## src/arr_pkg.sv

```systemverilog
package arr_pkg;

   // register offsets
   localparam logic [7:0] OFS_GPIO_FUNC  = 8'h4F;
   localparam logic [7:0] OFS_LINK_CTRL  = 8'h5F;
   localparam logic [7:0] OFS_REPLY_LO   = 8'h62;
   localparam logic [7:0] OFS_REPLY_HI   = 8'h63;
   localparam logic [7:0] OFS_IRQ_STATUS = 8'hFB;
   localparam logic [7:0] OFS_IRQ_MASK   = 8'hFD;
   localparam logic [7:0] OFS_IRQ_CLEAR  = 8'hFF;
   localparam logic [7:0] REG_RESET      = 8'h00;

   // link control bit positions
   localparam int CTL_ONE_PIN = 0;
   localparam int CTL_DIR_SEL = 2;
   localparam int CTL_TX_GO   = 3;
   localparam int CTL_AUTO_RX = 4;
   localparam int CTL_RX_ERR  = 5;
   localparam logic [7:0] CTL_WR_MASK = 8'h15;

   // status bit positions
   localparam int ST_TIMEOUT = 3;
   localparam int ST_TX_DONE = 4;
   localparam int ST_RX_DONE = 5;

   // gpio alternate function bit positions
   localparam int GP_ANT_IN = 0;
   localparam int GP_DIR    = 1;
   localparam int GP_SYNC   = 5;
   localparam int GP_RSVD   = 6;
   localparam int GP_IRQ    = 7;
   localparam int GPIO_N    = 8;

   // reply format and timing
   localparam int REPLY_BITS   = 10;
   localparam int CLK_HZ       = 25_000_000;
   localparam int REPLY_TMO_MS = 100;
   localparam int REPLY_TMO_CYC = CLK_HZ / 1000 * REPLY_TMO_MS;
   localparam int BIT_ONE_US   = 100;
   localparam int BIT_ONE_CYC  = (CLK_HZ / 1_000_000) * BIT_ONE_US;
   localparam int BIT_GAP_US   = 2000;
   localparam int BIT_GAP_CYC  = (CLK_HZ / 1_000_000) * BIT_GAP_US;
   localparam int CNT_W        = 22;

   typedef struct packed {
      logic                  done;
      logic                  timeout;
      logic                  error;
      logic [REPLY_BITS-1:0] data;
   } arr_result_s;

   typedef struct packed {
      logic       en;
      logic [7:0] addr;
      logic [7:0] data;
   } arr_wr_s;

endpackage : arr_pkg

```

## src/arr_reply_receiver.sv

```systemverilog
`timescale 1ns/1ns
// Summary of operation
// (RQ1) antenna replies ten bits within 100 ms
// (RQ2) no full reply in 100 ms sets timeout
// (RQ3) host arms receive: direction clear, auto set
// (RQ4) receive done sets status bit, may interrupt
// (RQ5) ten-bit reply readable at 62h/63h
// (RQ6) badly received reply sets error flag
// (RQ7) nonzero, no error: advanced antenna data
// (RQ8) zero, no error: basic antenna assumed
// (RQ9) all general pins inputs after power-up
// (RQ10) alternate functions for pins 0,5,6,7; code uses pins 0,1,5,7, pin 6 is reserved
// (RQ11) async low reset, release synchronised
// (RQ12) controller holds reset low one microsecond
// (RQ13) host waits 200 us before bus traffic
// (RQ14) outputs stay undriven through power-up
// (RQ15) direction pin high transmitting, low receiving
// (RQ16) started but incomplete reply sets timeout
// (RQ17) timeout counted from transmit end onward
module arr_reply_receiver
#(
   parameter logic [6:0] DEV_ADDR = 7'h2A, // arbitrary
   parameter int         TMO_CYC  = arr_pkg::REPLY_TMO_CYC,
   parameter int         GAP_CYC  = arr_pkg::BIT_GAP_CYC
)
(
   // clock and resets
   input  wire logic        mclk,
   input  wire logic        sys_rst,
   input  wire logic        reset_in_n,
   // host serial bus
   input  wire logic        scl_in,
   input  wire logic        sda_in,
   output logic             sda_oe,
   // transmit path
   input  wire logic        tx_busy,
   input  wire logic        tx_done,
   input  wire logic        tx_line_level,
   input  wire logic        sync_in,
   // antenna line
   input  wire logic        antenna_line_pin_in,
   output logic             antenna_line_pin_out,
   output logic             antenna_line_pin_oe,
   // general pins
   input  wire logic [7:0]  gpio_in,
   output logic [7:0]       gpio_out,
   output logic [7:0]       gpio_oe
);

   typedef enum logic [2:0] {I_IDLE, I_ADDR, I_WREG, I_WDAT, I_ACK, I_RDAT, I_RACK}
      arr_i2c_e;

   // reset pin: assert at once, release on the clock
   logic [1:0] por_r;
   logic       rst;
   always_ff @(posedge mclk or negedge reset_in_n)
   begin
      if (!reset_in_n)
         por_r <= 2'h3;
      else
         por_r <= {por_r[0], 1'b0}; // RQ11
   end
   assign rst = sys_rst | por_r[1];

   // registers
   logic [7:0]                     func_r, func_nxt;
   logic [7:0]                     ctl_r, ctl_nxt;
   logic [7:0]                     stat_r, stat_nxt;
   logic [7:0]                     mask_r, mask_nxt;
   logic [arr_pkg::REPLY_BITS-1:0] data_r, data_nxt;
   arr_pkg::arr_wr_s               wr;
   arr_pkg::arr_result_s           res;
   logic                           rx_start;
   logic                           rx_busy;
   logic                           rx_line;

   function automatic logic [7:0] read_reg(input logic [7:0] a);
      case (a)
         arr_pkg::OFS_GPIO_FUNC:  read_reg = func_r;
         arr_pkg::OFS_LINK_CTRL:  read_reg = ctl_r;
         arr_pkg::OFS_REPLY_LO:   read_reg = data_r[7:0]; // RQ5
         arr_pkg::OFS_REPLY_HI:   read_reg = {6'h00, data_r[9:8]};
         arr_pkg::OFS_IRQ_STATUS: read_reg = stat_r;
         arr_pkg::OFS_IRQ_MASK:   read_reg = mask_r;
         default:                 read_reg = 8'h00;
      endcase
   endfunction : read_reg

   function automatic logic is_wr(input arr_pkg::arr_wr_s w, input logic [7:0] a);
      is_wr = w.en && (w.addr == a);
   endfunction : is_wr

   // arming write or end of transmit in auto mode
   assign rx_start = (is_wr(wr, arr_pkg::OFS_LINK_CTRL) && !wr.data[arr_pkg::CTL_DIR_SEL]
                      && wr.data[arr_pkg::CTL_AUTO_RX]) // RQ3
                     || (tx_done && ctl_r[arr_pkg::CTL_AUTO_RX]); // RQ17

   // one-pin mode shares the line; two-pin uses general pin 0
   always_comb
   begin
      if (ctl_r[arr_pkg::CTL_ONE_PIN])
         rx_line = tx_busy | antenna_line_pin_in;
      else if (func_r[arr_pkg::GP_ANT_IN])
         rx_line = gpio_in[arr_pkg::GP_ANT_IN]; // RQ10
      else
         rx_line = 1'b1;
   end

   arr_reply_decoder
   #(
      .TMO_CYC (TMO_CYC),
      .GAP_CYC (GAP_CYC),
      .ONE_CYC (arr_pkg::BIT_ONE_CYC)
   )
   u_dec
   (
      .mclk    (mclk),
      .rst     (rst),
      .start   (rx_start),
      .line_in (rx_line),
      .res     (res),
      .busy    (rx_busy)
   );

   always_comb
   begin
      func_nxt = func_r;
      ctl_nxt  = ctl_r;
      mask_nxt = mask_r;
      data_nxt = data_r;
      stat_nxt = stat_r;
      if (is_wr(wr, arr_pkg::OFS_GPIO_FUNC))
         func_nxt = wr.data; // RQ10
      if (is_wr(wr, arr_pkg::OFS_LINK_CTRL))
         ctl_nxt = (wr.data & arr_pkg::CTL_WR_MASK) | (ctl_r & ~arr_pkg::CTL_WR_MASK);
      if (is_wr(wr, arr_pkg::OFS_IRQ_MASK))
         mask_nxt = wr.data;
      if (is_wr(wr, arr_pkg::OFS_IRQ_CLEAR))
         stat_nxt = stat_r & ~wr.data;
      if (rx_start)
      begin
         // stale reply cleared so a silent antenna reads zero
         data_nxt = '0; // RQ8
         ctl_nxt[arr_pkg::CTL_RX_ERR] = 1'b0;
      end
      // hardware sets win over software clears
      if (res.done)
      begin
         data_nxt = res.data; // RQ5
         stat_nxt[arr_pkg::ST_RX_DONE] = 1'b1; // RQ4
      end
      if (res.timeout)
         stat_nxt[arr_pkg::ST_TIMEOUT] = 1'b1; // RQ2
      if (res.error)
         ctl_nxt[arr_pkg::CTL_RX_ERR] = 1'b1; // RQ6
      if (tx_done)
         stat_nxt[arr_pkg::ST_TX_DONE] = 1'b1;
   end

   always_ff @(posedge mclk)
   begin
      if (rst)
      begin
         func_r <= arr_pkg::REG_RESET;
         ctl_r  <= arr_pkg::REG_RESET;
         stat_r <= arr_pkg::REG_RESET;
         mask_r <= arr_pkg::REG_RESET;
         data_r <= '0;
      end
      else
      begin
         func_r <= func_nxt;
         ctl_r  <= ctl_nxt;
         stat_r <= stat_nxt;
         mask_r <= mask_nxt;
         data_r <= data_nxt;
      end
   end

   // pins: general pins undriven until software selects a function or one-pin mode; antenna line driven while tx_busy and no receive runs
   logic [7:0] gout_r, gout_nxt, goe_r, goe_nxt;
   logic       lout_r, lout_nxt, loe_r, loe_nxt;
   always_comb
   begin
      gout_nxt = '0;
      goe_nxt  = '0; // RQ9
      gout_nxt[arr_pkg::GP_DIR]  = tx_busy; // RQ15
      goe_nxt[arr_pkg::GP_DIR]   = ctl_r[arr_pkg::CTL_ONE_PIN];
      gout_nxt[arr_pkg::GP_SYNC] = sync_in;
      goe_nxt[arr_pkg::GP_SYNC]  = func_r[arr_pkg::GP_SYNC]; // RQ10
      gout_nxt[arr_pkg::GP_IRQ]  = |(stat_r & mask_r); // RQ4
      goe_nxt[arr_pkg::GP_IRQ]   = func_r[arr_pkg::GP_IRQ]; // RQ10
      lout_nxt = tx_line_level;
      loe_nxt  = tx_busy && !rx_busy;
   end

   always_ff @(posedge mclk)
   begin
      if (rst)
      begin
         gout_r <= '0;
         goe_r  <= '0; // RQ14
         lout_r <= 1'b0;
         loe_r  <= 1'b0; // RQ14
      end
      else
      begin
         gout_r <= gout_nxt;
         goe_r  <= goe_nxt;
         lout_r <= lout_nxt;
         loe_r  <= loe_nxt;
      end
   end

   assign gpio_out             = gout_r;
   assign gpio_oe              = goe_r;
   assign antenna_line_pin_out = lout_r;
   assign antenna_line_pin_oe  = loe_r;

   // host serial slave; pins sampled as synchronous levels
   arr_i2c_e         is_r, is_nxt, ret_r, ret_nxt;
   logic             scl_q, sda_q;
   logic [7:0]       sh_r, sh_nxt, ptr_r, ptr_nxt;
   logic [2:0]       cnt_r, cnt_nxt;
   logic             full_r, full_nxt, oe_r, oe_nxt;
   arr_pkg::arr_wr_s wr_r, wr_nxt;
   logic             scl_rise, scl_fall, bus_start, bus_stop;

   assign scl_rise  = scl_in && !scl_q;
   assign scl_fall  = !scl_in && scl_q;
   assign bus_start = scl_in && scl_q && sda_q && !sda_in;
   assign bus_stop  = scl_in && scl_q && !sda_q && sda_in;

   always_comb
   begin
      is_nxt   = is_r;
      ret_nxt  = ret_r;
      sh_nxt   = sh_r;
      ptr_nxt  = ptr_r;
      cnt_nxt  = cnt_r;
      full_nxt = full_r;
      oe_nxt   = oe_r;
      wr_nxt   = '0;
      if (bus_start)
      begin
         is_nxt   = I_ADDR;
         cnt_nxt  = '0;
         full_nxt = 1'b0;
         oe_nxt   = 1'b0;
      end
      else if (bus_stop)
      begin
         is_nxt = I_IDLE;
         oe_nxt = 1'b0;
      end
      else
         case (is_r)
            I_ADDR, I_WREG, I_WDAT:
               if (scl_rise && !full_r)
               begin
                  sh_nxt   = {sh_r[6:0], sda_in};
                  cnt_nxt  = cnt_r + 1'b1;
                  full_nxt = (cnt_r == 3'h7);
               end
               else if (scl_fall && full_r)
               begin
                  full_nxt = 1'b0;
                  is_nxt   = I_ACK;
                  oe_nxt   = 1'b1;
                  if (is_r == I_ADDR)
                  begin
                     ret_nxt = sh_r[0] ? I_RDAT : I_WREG;
                     if (sh_r[7:1] != DEV_ADDR)
                     begin
                        is_nxt = I_IDLE;
                        oe_nxt = 1'b0;
                     end
                  end
                  else if (is_r == I_WREG)
                  begin
                     ptr_nxt = sh_r;
                     ret_nxt = I_WDAT;
                  end
                  else
                  begin
                     wr_nxt  = '{en: 1'b1, addr: ptr_r, data: sh_r};
                     ptr_nxt = ptr_r + 1'b1;
                     ret_nxt = I_WDAT;
                  end
               end
            I_ACK, I_RACK:
               if (is_r == I_RACK && scl_rise)
                  full_nxt = !sda_in;
               else if (scl_fall)
               begin
                  oe_nxt = 1'b0;
                  is_nxt = (is_r == I_ACK) ? ret_r : I_IDLE;
                  if (is_nxt == I_RDAT || (is_r == I_RACK && full_r))
                  begin
                     // first data bit goes out on this falling edge
                     sh_nxt   = read_reg(ptr_r);
                     ptr_nxt  = ptr_r + 1'b1;
                     oe_nxt   = !sh_nxt[7];
                     is_nxt   = I_RDAT;
                     full_nxt = 1'b0;
                  end
                  cnt_nxt = '0;
               end
            I_RDAT:
               if (scl_fall)
               begin
                  cnt_nxt = cnt_r + 1'b1;
                  if (cnt_r == 3'h7)
                  begin
                     oe_nxt = 1'b0;
                     is_nxt = I_RACK;
                  end
                  else
                  begin
                     sh_nxt = {sh_r[6:0], 1'b0};
                     oe_nxt = !sh_r[6];
                  end
               end
            default:
               is_nxt = I_IDLE;
         endcase
   end

   always_ff @(posedge mclk)
   begin
      if (rst)
      begin
         is_r   <= I_IDLE;
         ret_r  <= I_IDLE;
         scl_q  <= 1'b1;
         sda_q  <= 1'b1;
         sh_r   <= '0;
         ptr_r  <= '0;
         cnt_r  <= '0;
         full_r <= 1'b0;
         oe_r   <= 1'b0; // RQ14
         wr_r   <= '0;
      end
      else
      begin
         is_r   <= is_nxt;
         ret_r  <= ret_nxt;
         scl_q  <= scl_in;
         sda_q  <= sda_in;
         sh_r   <= sh_nxt;
         ptr_r  <= ptr_nxt;
         cnt_r  <= cnt_nxt;
         full_r <= full_nxt;
         oe_r   <= oe_nxt;
         wr_r   <= wr_nxt;
      end
   end

   assign wr     = wr_r;
   assign sda_oe = oe_r;

endmodule : arr_reply_receiver

```

## src/arr_reply_decoder.sv

```systemverilog
`timescale 1ns/1ns
module arr_reply_decoder
#(
   parameter int TMO_CYC = arr_pkg::REPLY_TMO_CYC,
   parameter int GAP_CYC = arr_pkg::BIT_GAP_CYC,
   parameter int ONE_CYC = arr_pkg::BIT_ONE_CYC
)
(
   // clock and reset
   input  wire logic          mclk,
   input  wire logic          rst,
   // control
   input  wire logic          start,
   input  wire logic          line_in,
   // result
   output arr_pkg::arr_result_s res,
   output logic               busy
);

   typedef enum logic [1:0] {RX_IDLE, RX_WAIT, RX_LOW, RX_HIGH} arr_rx_e;

   localparam int CNT_W = arr_pkg::CNT_W;

   arr_rx_e                         st_r, st_nxt;
   logic [arr_pkg::CNT_W-1:0]       tmo_r, tmo_nxt;
   logic [arr_pkg::CNT_W-1:0]       wid_r, wid_nxt;
   logic [3:0]                      nbit_r, nbit_nxt;
   logic [arr_pkg::REPLY_BITS-1:0]  sh_r, sh_nxt;
   arr_pkg::arr_result_s            res_r, res_nxt;

   always_comb
   begin
      st_nxt   = st_r;
      tmo_nxt  = tmo_r;
      wid_nxt  = wid_r + 1'b1;
      nbit_nxt = nbit_r;
      sh_nxt   = sh_r;
      res_nxt  = res_r;
      res_nxt.done    = 1'b0;
      res_nxt.timeout = 1'b0;
      res_nxt.error   = 1'b0;
      if (st_r != RX_IDLE)
         tmo_nxt = tmo_r + 1'b1; // RQ17
      case (st_r)
         RX_IDLE:
            if (start)
            begin
               st_nxt  = RX_WAIT;
               tmo_nxt = '0;
            end
         RX_WAIT:
            if (!line_in)
            begin
               st_nxt   = RX_LOW;
               wid_nxt  = '0;
               nbit_nxt = '0;
            end
         RX_LOW:
            if (line_in)
            begin
               // long low pulse carries a one
               sh_nxt   = {sh_r[arr_pkg::REPLY_BITS-2:0], (wid_r >= CNT_W'(ONE_CYC))};
               nbit_nxt = nbit_r + 1'b1;
               wid_nxt  = '0;
               st_nxt   = RX_HIGH;
               if (nbit_r == 4'(arr_pkg::REPLY_BITS - 1))
               begin
                  st_nxt       = RX_IDLE;
                  res_nxt.done = 1'b1;
                  res_nxt.data = {sh_r[arr_pkg::REPLY_BITS-2:0],
                                  (wid_r >= CNT_W'(ONE_CYC))};
               end
            end
         RX_HIGH:
            if (!line_in)
            begin
               st_nxt  = RX_LOW;
               wid_nxt = '0;
            end
            else if (wid_r >= CNT_W'(GAP_CYC))
            begin
               // reply stalled mid-word
               st_nxt          = RX_IDLE;
               res_nxt.timeout = 1'b1; // RQ16
               res_nxt.error   = 1'b1; // RQ6
            end
         default:
            st_nxt = RX_IDLE;
      endcase
      // overall window; a started word that misses it is also an error
      if (st_r != RX_IDLE && st_nxt != RX_IDLE && tmo_r >= CNT_W'(TMO_CYC - 1))
      begin
         st_nxt          = RX_IDLE;
         res_nxt.timeout = 1'b1; // RQ2
         res_nxt.error   = (st_r != RX_WAIT); // RQ6
      end
   end

   always_ff @(posedge mclk)
   begin
      if (rst)
      begin
         st_r   <= RX_IDLE;
         tmo_r  <= '0;
         wid_r  <= '0;
         nbit_r <= '0;
         sh_r   <= '0;
         res_r  <= '0;
      end
      else
      begin
         st_r   <= st_nxt;
         tmo_r  <= tmo_nxt;
         wid_r  <= wid_nxt;
         nbit_r <= nbit_nxt;
         sh_r   <= sh_nxt;
         res_r  <= res_nxt;
      end
   end

   assign res  = res_r;
   assign busy = (st_r != RX_IDLE);

endmodule : arr_reply_decoder

```

## config.mk

```make
export PLATFORM = sky130hd
export DESIGN_NAME = arr_reply_receiver
export DESIGN_NICKNAME = d
export VERILOG_FILES = /design/src/arr_pkg.sv /design/src/arr_reply_receiver.sv /design/src/arr_reply_decoder.sv
export SDC_FILE = /design/constraint.sdc
export NUM_CORES = 1
export LEC_CHECK = 0
export BUFFER_PORTS_ARGS = -buffer_cell sky130_fd_sc_hd__buf_2
export CAP_MARGIN = 40
export CORE_MARGIN = 4
export CORE_UTILIZATION = 35
export DETAILED_ROUTE_END_ITERATION = 16
export PLACE_DENSITY = 0.58
export SLEW_MARGIN = 0
export SYNTH_ARGS = -nofsm -noshare
export SYNTH_HDL_FRONTEND = slang
export SYNTH_HIERARCHICAL = 1
export SYNTH_SLANG_ARGS = --single-unit
```

## constraint.sdc

```tcl
create_clock -name mclk -period 2.2 [get_ports mclk]
set_input_delay 0.44 -clock mclk [delete_from_list [all_inputs] [get_ports mclk]]
set_output_delay 0.44 -clock mclk [all_outputs]
set_load 0.005 [all_outputs]
```

==> flow_metrics.tcl <==
set metrics [dict create \
    status "completed" \
    synthFlopType "dfxtp_1" \
    drv_cap 0 \
    fmaxAchievable_mhz 497.1 \
    peakVddDrop_mv 0.5640 \
    crit_path_max_incr_delay_ns 0.51 \
    cp_top_family "simple AND/OR/NAND/NOR gates" \
    min_period_ns 2.012 \
    postCtsSetupRepairBufs 0 \
    worst_pin_slew_ns 0.6282 \
    yosysSeqAreaShare_pct 42.88 \
    p_sw_share_pct 21.10 \
    gp_congestion 0.8364 \
    num_io_pins 37 \
    numClockSinks 166 \
    cts_made_buffers 17 \
    grt_overflow 0 \
    seqPwrFrac_pct 46.6 \
    fin_skew_ns 0.01242 \
    antenna_left 0 \
    viasPerCell 5.229 \
    clk-insertion-delay-late_ns 0.44 \
    p_clk_share_pct 51.5 \
    final_common_cell "dfxtp_1" \
    drt-pass1-iter-count 5 \
    slew-limit-headroom_pct 57.96 \
    start_util_pct 35.64 \
    drive_gt1_share_pct 13.93 \
    hold_violations 0 \
    r2r-start "func_r[0]$_SDFFE_PP0P_" \
    antennaDiodeCount 0 \
    p_leak_nw 3.082 \
    slowest_stage "nor2_1" \
    worst-setup-path-type "flop to flop" \
    area_delta_synth_final_pct 15.51 \
    detailed_place_hpwl_mm 13.13 \
    grt_pass1_vias 6255 \
    end_kind "flop" \
    holdCritPathClass "primary input to flop" \
    powerDensity_nw_per_um2 721.7 \
    antenna_found_initial 0 \
    placedCellCount 1216 \
    cp.depth 8 \
    coreArea_sq_um 21820 \
    netlist_instances 918 \
    cts.path.max_buffers 2 \
    final_area_sq_um 8985 \
    portBuffers 19 \
    cts_max_level 4 \
    drv_slew 0 \
    switching_power_mw 1.368 \
    crit_fanout 11 \
    clkTransAtPathRegs_ns 0.07 \
    reg2reg_slack_ns 0.19 \
    cts-root-buf "clkbuf_16" \
    worst_ep_arrival_time_ns 2.36 \
    crit_path_start_kind "flop" \
    vias 6531 \
    fin_crit_sh_pct 91.45 \
    yosys_register_bits 166 \
    postPlaceCellArea_sq_um 8298 \
    grt_pass1_wl_mm 31.18 \
    yosys_warnings 6 \
    die_x_um 157.1 \
    rows 54 \
    drt_iter0_drc 416 \
    die_y_um 157.1 \
    r2r_end "u_dec/res[0]$_SDFFE_PP0P_" \
    avgSynthCellArea_sq_um 8.474 \
    synth_area_sq_um 7779 \
    cts_tree "done" \
    die_area_sq_um 24670 \
    worst-path-buf-inv 2 \
    r2r_cells 8 \
    grt_max_degree 31 \
    drc_errors 0 \
    comb_power_share_pct 1.9 \
    rsz0062_at_grt "false" \
    tns_ns 0 \
    synth_cell_types 84 \
    internal-power_mw 5.116 \
    grtUsageTotal_pct 15.58 \
    wirelength_mm 18.65 \
    async_flop_share_pct 1.205 \
    fin_cells 1249 \
    critPathLaunch "func_r[0]$_SDFFE_PP0P_" \
    crit_path_cell_trace "nor3b_1 -> buf_4 -> a21oi_1 -> buf_4 -> nand2_1 -> nor2_1 -> nor2_1 -> a211oi_1" \
    synth_edf_count 0 \
    finalSetupViolations 0 \
    nets 984 \
    wire_per_inst_um 14.93 \
    setup.worst_path.end "u_dec/res[0]$_SDFFE_PP0P_" \
    layout_common_cells "dfxtp_1, nand2_1, nor2_1" \
    cp_data_required_time_ns 2.55 \
]
registers in the layout, indices dropped and copies added, names as in the netlist, 4 cells and up:
name	cells
ctl_r	4
data_r	10
func_r	8
mask_r	8
ptr_r	8
sh_r	8
stat_r	8
u_dec/nbit_r	4
u_dec/res	13
u_dec/sh_r	9
u_dec/tmo_r	22
u_dec/wid_r	22
wr	17
synthesized netlist by cell type (all sizes together), types with 4 or more instances:
cell,number,share of area [%]
nor3b,4,0.39
nor2b,4,0.32
inv,23,1.1
nor4,9,0.92
or3,6,0.55
a221o,6,0.77
mux2i,18,2.3
buf,37,3.1
a22oi,19,1.8
ha,10,1.6
nor2,94,4.6
a211oi,16,1.7
and4,4,0.45
a31oi,7,0.76
nand3,45,2.9
o21ai,37,2.5
dfxtp,164,42
nand2b,7,0.56
nand3b,7,0.68
and2,24,1.9
xor2,16,1.8
nand4,16,1.3
xnor2,7,0.79
nor3,21,1.8
a221oi,6,1.1
clkbuf,21,1.0
and3,17,1.4
a21oi,77,5.0
o211ai,8,0.84
or2,5,0.43
nand2,124,6.0
mux2,10,1.4
stage by stage:
stage | power, mW | util (%) | hold slack, ns | setup WS, ns
after CTS | 6.554 | 41.10 | 0.1984 | 0.08043
after detailed placement | 3.212 | 38.02 | 0.3497 | -0.01089
after global routing | 6.706 | 41.17 | 0.2058 | 0.04462
after global placement | 3.211 | 38.02 | 0.3466 | 0.02572
after floorplan | 3.181 | - | 0.2922 | 0.1563
final | 6.484 | 41.17 | 0.2071 | 0.1882
cell type report:
type                       count  area, sq um
multi-input combinational    681         4095
clock buffer                  19        442.9
clock inverter                13        216.5
timing repair buffer          67        457.9
tap                          280        350.3
inverter                      23        86.33
sequential                   166         3336
fill                        2225        12840
repair_timing:
action | in CTS | in global routing
hold endpoints to repair | 2 | 0
endpoints found under the setup margin | 9 | 14
gates resized for setup | 1 | 2
hold buffers | 1 | 0
gates cloned | 0 | 0
logic make-up (layout without fill, tap and decap cells):
group                      count (synthesis)  after routing  synth area share [%]
xor gates and xnor gates                  23             23                 2.590
muxes                                     28             28                 3.764
other                                      1             11               0.04821
buffers and inverters                     81            122                 5.212
DFF                                      166            166                 42.88
adders and majority gates                 10             10                 1.608
and+or+nand+nor                          403            403                 26.15
AOI/OAI and AO/OA                        206            206                 17.74
routing by layer:
layer | vias to the layer above | GRT usage, % | routed length [um]
met1 | 3078 | 20.34 | 8788
met4 | 0 | 4.834 | 342
met2 | 111 | 25.98 | 8951
met3 | 24 | 3.272 | 570
li1 | 3318 | - | -
met5 | - | 0 | 0
power by group through the flow:
stage               Clock [mW]  Combinational, mW  Sequential, mW
floorplan                    0             0.0905            3.09
global placement             0              0.119            3.09
detailed placement           0              0.119            3.09
CTS                       3.41              0.121            3.02
global route              3.55              0.135            3.02
finish                    3.34              0.120            3.02
how the worst min path moves through the flow:
stage	cells past startpoint	slack (ns)	to	start
5_1_grt	2	0.21	antenna_line_pin_out$_SDFF_PP0_	tx_line_level
3_5_place_dp	0	0.35	por_r[1]$_DFF_PN1_	por_r[0]$_DFF_PN1_
6_report	2	0.21	sda_q$_SDFF_PP1_	sys_rst
4_1_cts	2	0.20	gpio_out[5]$_SDFF_PP0_	sync_in
2_1_floorplan	0	0.29	por_r[0]$_DFF_PN1_	reset_in_n
3_3_place_gp	0	0.35	por_r[1]$_DFF_PN1_	por_r[0]$_DFF_PN1_
worst register-to-register path: cells and delay by family, from the launching register on:
kind / cells / cell delay [ns]
flip-flops: 1 / 0.34
AO/OA/AOI/OAI: 2 / 0.43
AND/OR/NAND/NOR: 4 / 0.83
buffers and inverters: 2 / 0.34
(Power assumes the default switching activity.)
